### config.mk
export PLATFORM = sky130hd
export DESIGN_NAME = wlac_ctrl
export DESIGN_NICKNAME = d
export VERILOG_FILES = /design/src/wlac_pkg.sv /design/src/wlac_mux_decode.sv /design/src/wlac_limit_cmp.sv /design/src/wlac_ctrl.sv
export VERILOG_INCLUDE_DIRS = /design/src
export SDC_FILE = /design/constraint.sdc
export NUM_CORES = 1
export LEC_CHECK = 0
export ABC_AREA = 1
export BUFFER_PORTS_ARGS = -buffer_cell sky130_fd_sc_hd__buf_2
export CAP_MARGIN = 10
export CORE_MARGIN = 1.5
export CORE_UTILIZATION = 31
export DETAILED_ROUTE_END_ITERATION = 7
export PLACE_DENSITY = 0.43
export SLEW_MARGIN = 20
export SYNTH_ARGS = -nofsm -noshare
export SYNTH_HDL_FRONTEND = slang
export SYNTH_HIERARCHICAL = 1
export SYNTH_SLANG_ARGS = --single-unit
export TNS_END_PERCENT = 30
### constraint.sdc
create_clock -name ref_clk_in -period 5.4 [get_ports ref_clk_in]
set_input_delay 0.27 -clock ref_clk_in [delete_from_list [all_inputs] [get_ports ref_clk_in]]
set_output_delay 0.27 -clock ref_clk_in [all_outputs]
set_load 0.01 [all_outputs]
### src/wlac_consts.svh
// Offsets, field positions, reset values and counts of the acquisition control.
// Included by the limit compare, the control and the testbench files.
`ifndef WLAC_CONSTS_SVH
`define WLAC_CONSTS_SVH
`define WLAC_OFF_CTRL      8'h00
`define WLAC_OFF_LIMFLAG   8'h04
`define WLAC_OFF_IRQ_STAT  8'h08
`define WLAC_OFF_IRQ_CLR   8'h0c
`define WLAC_OFF_IRQ_EN    8'h10
`define WLAC_OFF_SEQ_STAT  8'h14
`define WLAC_RAM_PAGE      3'h2
`define WLAC_CTRL_START    0
`define WLAC_CTRL_BANK_LO  8
`define WLAC_BANK_INSTR    2'h0
`define WLAC_BANK_LIM1     2'h1
`define WLAC_BANK_LIM2     2'h2
`define WLAC_INS_LOOP      0
`define WLAC_INS_PAUSE     1
`define WLAC_INS_POS_LO    2
`define WLAC_INS_NEG_LO    5
`define WLAC_INS_RES       10
`define WLAC_INS_WD        11
`define WLAC_INS_ACQ_LO    12
`define WLAC_LIM_SIGN      8
`define WLAC_LIM_DIR       9
`define WLAC_ACQ_BASE_FULL 6'h09
`define WLAC_ACQ_BASE_RED  6'h02
`define WLAC_IRQ_LIMIT     0
`define WLAC_IRQ_PAUSE     1
`define WLAC_IRQ_CONV      2
`define WLAC_RESET_WORD    16'h0000
`endif

### src/wlac_pkg.sv
// Types shared by the acquisition control files.
// Assumes the constants header is on the include path.
package wlac_pkg;
   typedef logic signed [8:0] wlac_sample_t;
   typedef logic [15:0]       wlac_word_t;
   typedef enum logic [2:0] {
      S_IDLE, S_LOAD, S_ACQ, S_CONV, S_CMP1, S_CMP2, S_NEXT
   } wlac_state_t;
endpackage

### src/wlac_mux_decode.sv
// Channel routing decode for the eight-input multiplexer.
// Assumes select codes come from a held instruction word.
module wlac_mux_decode #(
   parameter int SEL_W = 3
) (
   input  wire logic [SEL_W-1:0]      pos_sel_in,
   input  wire logic [SEL_W-1:0]      neg_sel_in,
   output logic      [(1<<SEL_W)-1:0] pos_route_out,
   output logic      [(1<<SEL_W)-1:0] neg_route_out,
   output logic                       neg_ground_out
);
   localparam int N = 1 << SEL_W;
   wire neg_zero_w = (neg_sel_in == '0);
   assign pos_route_out  = N'(1) << pos_sel_in;
   assign neg_route_out  = neg_zero_w ? '0 : (N'(1) << neg_sel_in);
   assign neg_ground_out = neg_zero_w;
endmodule // wlac_mux_decode

### src/wlac_limit_cmp.sv
// One watchdog limit comparison against a held sample.
// Assumes the sample is two's complement, limit word sign-magnitude.
`include "wlac_consts.svh"
module wlac_limit_cmp (
   input  wire logic                [15:0] limit_word_in,
   input  wire wlac_pkg::wlac_sample_t     sample_in,
   output logic                            crossed_out
);
   import wlac_pkg::*;
   logic signed [9:0] lim_w;
   logic signed [9:0] smp_w;
   wire [7:0] mag_w  = limit_word_in[7:0];
   wire       sign_w = limit_word_in[`WLAC_LIM_SIGN];
   wire       dir_w  = limit_word_in[`WLAC_LIM_DIR];
   assign lim_w = sign_w ? -$signed({2'b00, mag_w}) : $signed({2'b00, mag_w});
   assign smp_w = 10'(sample_in);
   assign crossed_out = dir_w ? (smp_w > lim_w) : (smp_w < lim_w);
endmodule // wlac_limit_cmp

### src/wlac_ctrl.sv
// Acquisition sequencing, channel routing and watchdog limit checking.
// Assumes an APB master on ref_clk_in and a converter that returns one
// sample with sample_valid_in after each conv_start_out pulse.
`include "wlac_consts.svh"
// Function
// - Limit one crossing sets bit n
// - Limit two crossing sets bit 8+n
// - Flags read only, set by hardware
// - Acquisition lasts 9+2D or 2+2D clocks
// - D is instruction bits 15 to 12
// - Bank pointer 01 maps first limits
// - Bank pointer 10 maps second limits
// - Limit magnitude bits 7-0, sign bit 8
// - Watchdog compares one sample twice
// - Limit one bit 9 picks direction
// - Limit two bit 9 picks direction
// - Select bits route inputs or ground
// - Sign zero positive, one negative
// - Any crossing sets interrupt flag zero
// - Bit 10 picks reduced resolution timing; bit 11 alone also picks 2+2D
module wlac_ctrl #(
   parameter int DEPTH = 8,
   parameter int IRQ_W = 3
) (
   input  wire logic                   ref_clk_in,
   input  wire logic                   rst_b_in,
   input  wire logic                   psel_in,
   input  wire logic                   penable_in,
   input  wire logic                   pwrite_in,
   input  wire logic            [7:0]  paddr_in,
   input  wire logic            [31:0] pwdata_in,
   output logic                 [31:0] prdata_out,
   output logic                        pready_out,
   output logic                        pslverr_out,
   output logic                        irq_out,
   input  wire logic                   sample_valid_in,
   input  wire wlac_pkg::wlac_sample_t sample_in,
   output logic                        sh_acquire_out,
   output logic                        conv_start_out,
   output logic                        reduced_res_out,
   output logic                 [7:0]  pos_route_out,
   output logic                 [7:0]  neg_route_out,
   output logic                        neg_ground_out
);
   import wlac_pkg::*;

   wlac_word_t   instr_mem [DEPTH];
   wlac_word_t   lim1_mem  [DEPTH];
   wlac_word_t   lim2_mem  [DEPTH];
   wlac_state_t  state_q;
   wlac_state_t  state_d;
   logic [2:0]   ptr_q;
   logic [15:0]  instr_q;
   logic [5:0]   acq_cnt_q;
   wlac_sample_t sample_q;
   logic         run_q;
   logic [1:0]   bank_q;
   logic [15:0]  flags_q;
   logic [15:0]  flags_d;
   logic [IRQ_W-1:0] irq_stat_q;
   logic [IRQ_W-1:0] irq_stat_d;
   logic [IRQ_W-1:0] irq_en_q;
   logic         irq_q;
   logic [31:0]  prdata_q;
   logic         pready_q;
   logic         pslverr_q;
   logic         sh_acq_q;
   logic         conv_start_q;
   logic         reduced_q;
   logic [7:0]   pos_route_q;
   logic [7:0]   neg_route_q;
   logic         neg_gnd_q;
   logic [7:0]   pos_route_w;
   logic [7:0]   neg_route_w;
   logic         neg_gnd_w;
   logic         cross1_w;
   logic         cross2_w;

   // Bus decode
   wire        acc_w      = psel_in & penable_in;
   wire        answer_w   = acc_w & ~pready_q;
   wire        done_w     = acc_w & pready_q;
   wire        wr_done_w  = done_w & pwrite_in;
   wire        rd_done_w  = done_w & ~pwrite_in;
   wire        hit_ctrl_w = (paddr_in == `WLAC_OFF_CTRL);
   wire        hit_flag_w = (paddr_in == `WLAC_OFF_LIMFLAG);
   wire        hit_stat_w = (paddr_in == `WLAC_OFF_IRQ_STAT);
   wire        hit_clr_w  = (paddr_in == `WLAC_OFF_IRQ_CLR);
   wire        hit_en_w   = (paddr_in == `WLAC_OFF_IRQ_EN);
   wire        hit_seq_w  = (paddr_in == `WLAC_OFF_SEQ_STAT);
   wire        hit_ram_w  = (paddr_in[7:5] == `WLAC_RAM_PAGE) &&
                            (paddr_in[1:0] == 2'h0);
   wire [2:0]  ram_idx_w  = paddr_in[4:2];
   wire        mapped_w   = hit_ctrl_w | hit_flag_w | hit_stat_w |
                            hit_clr_w | hit_en_w | hit_seq_w | hit_ram_w;
   wire        ram_wr_w   = wr_done_w & hit_ram_w;

   wire [15:0] bank_rd_w  = (bank_q == `WLAC_BANK_INSTR) ? instr_mem[ram_idx_w] :
                            (bank_q == `WLAC_BANK_LIM1)  ? lim1_mem[ram_idx_w]  :
                            (bank_q == `WLAC_BANK_LIM2)  ? lim2_mem[ram_idx_w]  :
                            16'h0000;
   wire [31:0] ctrl_rd_w  = {22'h0, bank_q, 7'h0, run_q};
   wire [31:0] seq_rd_w   = {28'h0, (state_q != S_IDLE), ptr_q};
   wire [31:0] rd_data_w  = hit_ctrl_w ? ctrl_rd_w :
                            hit_flag_w ? {16'h0, flags_q} :
                            hit_stat_w ? {{(32-IRQ_W){1'b0}}, irq_stat_q} :
                            hit_en_w   ? {{(32-IRQ_W){1'b0}}, irq_en_q} :
                            hit_seq_w  ? seq_rd_w :
                            hit_ram_w  ? {16'h0, bank_rd_w} : 32'h0;

   // Sequencer inputs
   wire [15:0] ins_w      = instr_mem[ptr_q];
   // Routes and mode settle in LOAD, before the acquisition window opens
   wire [15:0] route_src_w = (state_q == S_LOAD) ? ins_w : instr_q;
   wire        ins_red_w  = ins_w[`WLAC_INS_RES] | ins_w[`WLAC_INS_WD];
   wire [5:0]  acq_ext_w  = {1'b0, ins_w[`WLAC_INS_ACQ_LO +: 4], 1'b0};
   // Acquisition length from base and field
   wire [5:0]  acq_load_w = (ins_red_w ? `WLAC_ACQ_BASE_RED
                                       : `WLAC_ACQ_BASE_FULL) + acq_ext_w;
   wire        pause_w    = (state_q == S_LOAD) & ins_w[`WLAC_INS_PAUSE];
   wire        acq_end_w  = (state_q == S_ACQ) && (acq_cnt_q == 6'h01);
   wire        got_smp_w  = (state_q == S_CONV) & sample_valid_in;
   wire [7:0]  lo_set_w   = ((state_q == S_CMP1) && cross1_w) ?
                            (8'h01 << ptr_q) : 8'h00;
   wire [7:0]  hi_set_w   = ((state_q == S_CMP2) && cross2_w) ?
                            (8'h01 << ptr_q) : 8'h00;
   wire [15:0] set_vec_w  = {hi_set_w, lo_set_w};
   // Only bits already returned to software are cleared, so a crossing that
   // lands between data capture and the read's end is kept
   wire [15:0] rd_clr_w   = (rd_done_w & hit_flag_w) ? prdata_q[15:0]
                                                     : 16'h0000;
   wire [IRQ_W-1:0] irq_set_w;
   wire [IRQ_W-1:0] irq_clr_w = (wr_done_w & hit_clr_w) ?
                                pwdata_in[IRQ_W-1:0] : '0;

   assign irq_set_w[`WLAC_IRQ_LIMIT] = |set_vec_w;
   assign irq_set_w[`WLAC_IRQ_PAUSE] = pause_w;
   assign irq_set_w[`WLAC_IRQ_CONV]  = got_smp_w;

   assign flags_d    = (flags_q & ~rd_clr_w) | set_vec_w;
   assign irq_stat_d = (irq_stat_q & ~irq_clr_w) | irq_set_w;

   // One held sample feeds both checks
   wlac_limit_cmp u_cmp1 (
      .limit_word_in (lim1_mem[ptr_q]),
      .sample_in     (sample_q),
      .crossed_out   (cross1_w)
   );
   wlac_limit_cmp u_cmp2 (
      .limit_word_in (lim2_mem[ptr_q]),
      .sample_in     (sample_q),
      .crossed_out   (cross2_w)
   );

   wlac_mux_decode #(.SEL_W(3)) u_mux (
      .pos_sel_in     (route_src_w[`WLAC_INS_POS_LO +: 3]),
      .neg_sel_in     (route_src_w[`WLAC_INS_NEG_LO +: 3]),
      .pos_route_out  (pos_route_w),
      .neg_route_out  (neg_route_w),
      .neg_ground_out (neg_gnd_w)
   );

   always_comb begin
      state_d = state_q;
      case (state_q)
         S_IDLE: state_d = run_q ? S_LOAD : S_IDLE;
         S_LOAD: state_d = ins_w[`WLAC_INS_PAUSE] ? S_NEXT : S_ACQ;
         S_ACQ:  state_d = acq_end_w ? S_CONV : S_ACQ;
         S_CONV: begin
            if (sample_valid_in) begin
               state_d = instr_q[`WLAC_INS_WD] ? S_CMP1 : S_NEXT;
            end
         end
         S_CMP1: state_d = S_CMP2;
         S_CMP2: state_d = S_NEXT;
         S_NEXT: state_d = (run_q && !pause_w) ? S_LOAD : S_IDLE;
         default: state_d = S_IDLE;
      endcase
   end

   // Register file
   always_ff @(posedge ref_clk_in) begin
      if (!rst_b_in) begin
         run_q    <= 1'b0;
         bank_q   <= `WLAC_BANK_INSTR;
         irq_en_q <= '0;
      end else begin
         if (wr_done_w && hit_ctrl_w) begin
            run_q  <= pwdata_in[`WLAC_CTRL_START];
            bank_q <= pwdata_in[`WLAC_CTRL_BANK_LO +: 2];
         end else if (pause_w) begin
            run_q  <= 1'b0;
         end
         // Kept apart so a pause never swallows an enable write
         if (wr_done_w && hit_en_w) begin
            irq_en_q <= pwdata_in[IRQ_W-1:0];
         end
      end
   end

   always_ff @(posedge ref_clk_in) begin
      if (!rst_b_in) begin
         for (int i = 0; i < DEPTH; i++) begin
            instr_mem[i] <= `WLAC_RESET_WORD;
            lim1_mem[i]  <= `WLAC_RESET_WORD;
            lim2_mem[i]  <= `WLAC_RESET_WORD;
         end
      end else if (ram_wr_w && bank_q == `WLAC_BANK_INSTR) begin
         instr_mem[ram_idx_w] <= pwdata_in[15:0];
      end else if (ram_wr_w && bank_q == `WLAC_BANK_LIM1) begin
         lim1_mem[ram_idx_w]  <= pwdata_in[15:0];
      end else if (ram_wr_w && bank_q == `WLAC_BANK_LIM2) begin
         lim2_mem[ram_idx_w]  <= pwdata_in[15:0];
      end
   end

   // Answer one cycle into the access phase
   always_ff @(posedge ref_clk_in) begin
      if (!rst_b_in) begin
         pready_q  <= 1'b0;
         pslverr_q <= 1'b0;
         prdata_q  <= 32'h0;
      end else begin
         pready_q  <= answer_w;
         pslverr_q <= answer_w & ~mapped_w;
         if (answer_w && !pwrite_in) begin
            prdata_q <= rd_data_w;
         end
      end
   end

   always_ff @(posedge ref_clk_in) begin
      if (!rst_b_in) begin
         flags_q    <= 16'h0000;
         irq_stat_q <= '0;
         irq_q      <= 1'b0;
      end else begin
         flags_q    <= flags_d;
         irq_stat_q <= irq_stat_d;
         irq_q      <= |(irq_stat_q & irq_en_q);
      end
   end

   always_ff @(posedge ref_clk_in) begin
      if (!rst_b_in) begin
         state_q   <= S_IDLE;
         ptr_q     <= 3'h0;
         instr_q   <= 16'h0000;
         acq_cnt_q <= 6'h00;
         sample_q  <= '0;
      end else begin
         state_q <= state_d;
         if (state_q == S_LOAD) begin
            instr_q   <= ins_w;
            acq_cnt_q <= acq_load_w;
         end else if (state_q == S_ACQ) begin
            acq_cnt_q <= acq_cnt_q - 6'h01;
         end
         if (got_smp_w) begin
            sample_q <= sample_in;
         end
         if (state_q == S_NEXT) begin
            ptr_q <= instr_q[`WLAC_INS_LOOP] ? 3'h0 : ptr_q + 3'h1;
         end
      end
   end

   // Pins follow the next state so they align with the phase
   always_ff @(posedge ref_clk_in) begin
      if (!rst_b_in) begin
         sh_acq_q     <= 1'b0;
         conv_start_q <= 1'b0;
         reduced_q    <= 1'b0;
         pos_route_q  <= 8'h00;
         neg_route_q  <= 8'h00;
         neg_gnd_q    <= 1'b0;
      end else begin
         sh_acq_q     <= (state_d == S_ACQ);
         conv_start_q <= acq_end_w;
         reduced_q    <= route_src_w[`WLAC_INS_RES];
         pos_route_q  <= pos_route_w;
         neg_route_q  <= neg_route_w;
         neg_gnd_q    <= neg_gnd_w;
      end
   end

   assign prdata_out      = prdata_q;
   assign pready_out      = pready_q;
   assign pslverr_out     = pslverr_q;
   assign irq_out         = irq_q;
   assign sh_acquire_out  = sh_acq_q;
   assign conv_start_out  = conv_start_q;
   assign reduced_res_out = reduced_q;
   assign pos_route_out   = pos_route_q;
   assign neg_route_out   = neg_route_q;
   assign neg_ground_out  = neg_gnd_q;

   // Checking helpers: acquisition length seen at the pin
   logic [5:0] acq_len_q;
   logic [5:0] acq_exp_q;
   always_ff @(posedge ref_clk_in) begin
      if (!rst_b_in) begin
         acq_len_q <= 6'h00;
         acq_exp_q <= 6'h00;
      end else begin
         acq_len_q <= sh_acq_q ? acq_len_q + 6'h01 : 6'h00;
         if (state_q == S_LOAD) begin
            acq_exp_q <= acq_load_w;
         end
      end
   end
endmodule // wlac_ctrl

==> flow_metrics.tcl, run 1 <==
set metrics [dict create \
    critPathArrivalTime_ns 5.30 \
    critical_path_class "reg2reg" \
    drv_cap 0 \
    drc_errors 0 \
    wl_per_cell_um 23.0 \
    clock_sinks 480 \
    layout_common_cells "609 x nor2_1, 527 x nand2_1, 384 x edfxtp_1" \
    end_kind "flop" \
    hold_start "penable_in" \
    worst-path-max-fanout 30 \
    clk_latency_ns 0.62 \
    ys_warn_count 6 \
    final_max_slew_viol_count 0 \
    grt_pass1_wl_um 135000 \
    viasPerCell 5.20 \
    dieArea_um2 80800 \
    dpl.hpwl_um 58300 \
    cp_num_buf_inv 5 \
    startpoint_type "flop" \
    drt_wl_total_um 92200 \
    h-tree-depth 2 \
    cts_buffers 57 \
    intPower_mw 6.54 \
    setup_slack_ns 0.664 \
    post_cts_resized 0 \
    rsz0062_at_grt "no" \
    skew_ns 0.0262 \
    rows 102 \
    outcome "complete, no violations" \
    clk_pin_slew_ns 0.06 \
    syn_area_um2 24500 \
    pwr-share-comb_pct 6.9 \
    worst_path_largest_cell_delay_ns 0.59 \
    share_seq_of_total_power_pct 47.6 \
    ant_nets 0 \
    num_antenna_cells 0 \
    power.share.clock_pct 45.5 \
    fp.dieH_um 284 \
    fmax_mhz 211 \
    worst_pin_slew_ns 1.09 \
    hp-class "in2reg" \
    clockBufferDepth 3 \
    core_area_um2 77800 \
    port_buffers 77 \
    p_sw_share_pct 24.4 \
    globalRouteOverflowTotal 0 \
    pre_cts_ws_ns 0.747 \
    cp_top_family "simple AND/OR/NAND/NOR gates" \
    leakagePower_nw 11.3 \
    initialDrtViolationCount 2033 \
    grt_antenna_before_repair 1 \
    tns_ns 0 \
    start_util_pct 31.5 \
    period_share_pct 87.7 \
    syn-mean-instance-area_um2 8.43 \
    p_per_area_nw_per_um2 310 \
    ir_drop_mv 0.217 \
    cts_tree "done" \
    p_switching_mw 2.11 \
    drtPass1Iterations 6 \
    grt_usage_pct 22.5 \
    nets 3005 \
    grt_max_degree 67 \
    crit_path_frequent_cell "nand2_1" \
    area_delta_synth_final_pct 13.8 \
    gp_congestion 0.855 \
    final_common_cell "nor2_1" \
    drive_gt1_share_pct 10.2 \
    clockRootBuffer "clkbuf_16" \
    required_ns 5.96 \
    die-width_um 284 \
    vias 20800 \
    slew_headroom_pct 27.0 \
    min_period_ns 4.74 \
    ios 110 \
    grt_pass1_vias 20000 \
    cp_slowest_cell "inv_2" \
    hold_viol_final 0 \
    setup_violations 0 \
    syn-instance-count 2909 \
]
## power by group through the flow
stage / clock [mW] / combinational [mW] / sequential, mW
finish: 3.93 / 0.598 / 4.12
detailed placement: 0 / 0.591 / 4.20
global route: 4.13 / 0.646 / 4.13
global placement: 0 / 0.590 / 4.19
CTS: 3.99 / 0.599 / 4.12
floorplan: 0 / 0.343 / 4.18
## final timing paths
| kind | end | slack [ns] | cells past startpoint |
|---|---|---|---|
| setup / recovery | irq_stat_q[0] | 0.66 | 25 |
| hold / removal | pready_out | 0.05 | 5 |
| setup reg to reg | irq_stat_q[0] | 0.66 | 25 |
| hold reg to reg | instr_q[6] | 0.48 | 2 |
## routing by layer
layer / vias up / track usage (%) / routed length (um)
met5: - / 0 / 0
met4: 0 / 7.25 / 2670
met3: 128 / 3.34 / 6940
met2: 852 / 36.1 / 41800
met1: 10100 / 31.2 / 40800
li1: 9691 / - / -
## layout make-up
type	count	area, um^2
timing repair buffer	158	1070
fill	8053	49900
inverter	254	955
tap	1040	1300
sequential	480	13500
clock buffer	81	1660
multi-input combinational	1966	9240
clock inverter	24	228
## sequential cells by signal (all words and copies together) (netlist names), 2 cells and up, named ones only
register,cells
acq_cnt_q,6
bank_q,2
flags_q,16
instr_mem,128
instr_q,9
irq_en_q,3
irq_stat_q,3
lim1_mem,128
lim2_mem,128
neg_route_out,8
pos_route_out,8
prdata_out,16
ptr_q,3
sample_q,9
state_q,3
## tightest hold or removal path, stage by stage
cell,delay (ns)
buf_2,0.09
inv_1,0.06
nor3_1,0.05
inv_1,0.06
nor2_1,0.08
## per-stage QoR
stage | hold slack, ns | instance area, um^2 | instances | power (mW) | util (%)
global route | 0.0553 | 27900 | 4003 | 8.90 | 35.8
finish | 0.0519 | 27900 | 4003 | 8.65 | 35.8
floorplan | 0.438 | 24600 | 2924 | 4.53 | -
detailed placement | 0.464 | 25900 | 3888 | 4.79 | 33.3
global placement | 0.463 | 25900 | 3888 | 4.78 | 33.3
CTS | 0.00168 | 27900 | 4003 | 8.71 | 35.8
## repair_timing
action	4_1_cts	5_1_grt
setup buffers	0	0
hold buffers	10	0
hold endpoints to repair	10	0
(Power assumes the default switching activity.)
==> run 2: changes to the inputs <==
Settings changed: CTS_CLUSTER_DIAMETER from default to 100, REMOVE_ABC_BUFFERS from default to 1.
==> run 2 against run 1 <==
  * Die area did not move
  * Via count rose by 0.57%
  * Cell count up 0.75%
  * Wire length decreased by 0.22%
  * Fmax fell by 1.0%
  * Combinational power up 1%
  * Count of clock-buffer cells in the layout down 2
  * First-iteration DRC count is 13% lower
==> flow_metrics.tcl, run 2 (synthesis results as in run 1) <==
set metrics [dict create \
    grt_antenna_before_repair 1 \
    outcome "complete, no violations" \
    ir_drop_mv 0.282 \
    required_ns 5.92 \
    drive_gt1_share_pct 11.1 \
    hold_viol_final 0 \
    initialDrtViolationCount 1767 \
    grt_pass1_wl_um 135000 \
    worst_pin_slew_ns 1.15 \
    fmax_mhz 209 \
    clockRootBuffer "clkbuf_16" \
    intPower_mw 6.38 \
    dieArea_um2 80800 \
    clockBufferDepth 3 \
    vias 20900 \
    p_sw_share_pct 24.5 \
    cts_buffers 57 \
    cts_setup_buffers 0 \
    ant_nets 0 \
    wl_per_cell_um 22.8 \
    critical_path_class "reg2reg" \
    worst_path_largest_cell_delay_ns 0.49 \
    final_max_slew_viol_count 0 \
    area_delta_synth_final_pct 14.3 \
    fp.dieH_um 284 \
    hold_ws_ns 0.0641 \
    clk_latency_ns 0.62 \
    min_period_ns 4.79 \
    critPathArrivalTime_ns 5.30 \
    drt_wl_total_um 92000 \
    port_buffers 77 \
    grt_pass1_vias 20200 \
    num_antenna_cells 0 \
    post_cts_resized 0 \
    clk_pin_slew_ns 0.06 \
    hp-class "in2reg" \
    fillers 8037 \
    end_kind "flop" \
    h-tree-depth 2 \
    startpoint_type "flop" \
    grt_max_degree 146 \
    start_util_pct 31.5 \
    final_common_cell "nor2_1" \
    fin_util_pct 36.0 \
    drtPass1Iterations 7 \
    globalRouteOverflowTotal 0 \
    cts_tree "done" \
    reg_top3 "instr_mem (128), lim1_mem (128), lim2_mem (128)" \
    total_power_mw 8.45 \
    grt_usage_pct 22.4 \
    hold_buffers 9 \
    rsz0062_at_grt "no" \
    worst-path-max-fanout 145 \
    skew_ns 0.0249 \
    gp_congestion 0.817 \
    drc_errors 0 \
    fin_area_um2 28000 \
    layout_common_cells "608 x nor2_1, 528 x nand2_1, 384 x edfxtp_1" \
    viasPerCell 5.19 \
    share_seq_of_total_power_pct 48.7 \
    dpl.hpwl_um 59200 \
    clock_sinks 480 \
    rows 102 \
    pwr-share-comb_pct 7.2 \
    place_area_um2 26200 \
    slew_headroom_pct 22.9 \
    p_switching_mw 2.07 \
    leakagePower_nw 11.4 \
    p_per_area_nw_per_um2 302 \
    setup_violations 0 \
    nets 3035 \
    power.share.clock_pct 44.1 \
    cp_slowest_cell "buf_12" \
    die-width_um 284 \
    drv_cap 0 \
    ios 110 \
    period_share_pct 88.6 \
    core_area_um2 77800 \
]
## run 2: metal layers
| layer | GRT usage [%] | wire, um | up-vias |
|---|---|---|---|
| met4 | 6.88 | 2740 | 2 |
| met5 | 0 | 13 | - |
| met1 | 31.0 | 41300 | 10300 |
| met2 | 36.6 | 42400 | 753 |
| met3 | 2.80 | 5510 | 127 |
| li1 | - | - | 9760 |
## run 2: metrics by stage
step	TNS [ns]	worst slack, ns	cells
2_1_floorplan	-46.56	-2.25	2700
3_3_place_gp	0	0.691	3919
3_5_place_dp	0	0.685	3919
4_1_cts	0	0.669	4033
5_1_grt	0	0.110	4033
6_report	0	0.615	4033
## run 2: worst max-delay path, delay by kind of cell, from the launching register on
kind / cells / cell delay, ns
simple gates: 15 / 1.83
flops: 1 / 0.36
fa+ha+maj: 2 / 0.51
buf+inv: 6 / 0.89
xor+xnor: 1 / 0.16
compound gates: 3 / 0.84
## run 2: area by class of cell
type,instances,area (um^2),share of cell area (%)
Clock buffer,79,1600,5.71
Clock inverter,26,176,0.630
Inverter,254,955,3.41
Multi-Input combinational cell,1966,9240,33.0
Sequential cell,480,13500,48.0
Tap cell,1040,1300,4.64
Timing Repair Buffer,188,1290,4.61
## run 2: power by group through the flow
stage          sequential, mW  combinational (mW)  clock, mW
2_1_floorplan            4.18               0.302          0
3_3_place_gp             4.19               0.597          0
3_5_place_dp             4.19               0.600          0
4_1_cts                  4.12               0.606       3.82
5_1_grt                  4.13               0.654       3.94
6_report                 4.12               0.605       3.73
## run 2: path summary, 6_finish.rpt
| check | startpoint | endpoint | slack [ns] | cells past startpoint |
|---|---|---|---|---|
| hold reg to reg | instr_q[3] | instr_q[3] | 0.48 | 2 |
| setup reg to reg | flop | irq_stat_q[0] | 0.61 | 27 |
| setup / recovery | flop | irq_stat_q[0] | 0.61 | 27 |
| hold / removal | psel_in | pready_out | 0.06 | 5 |
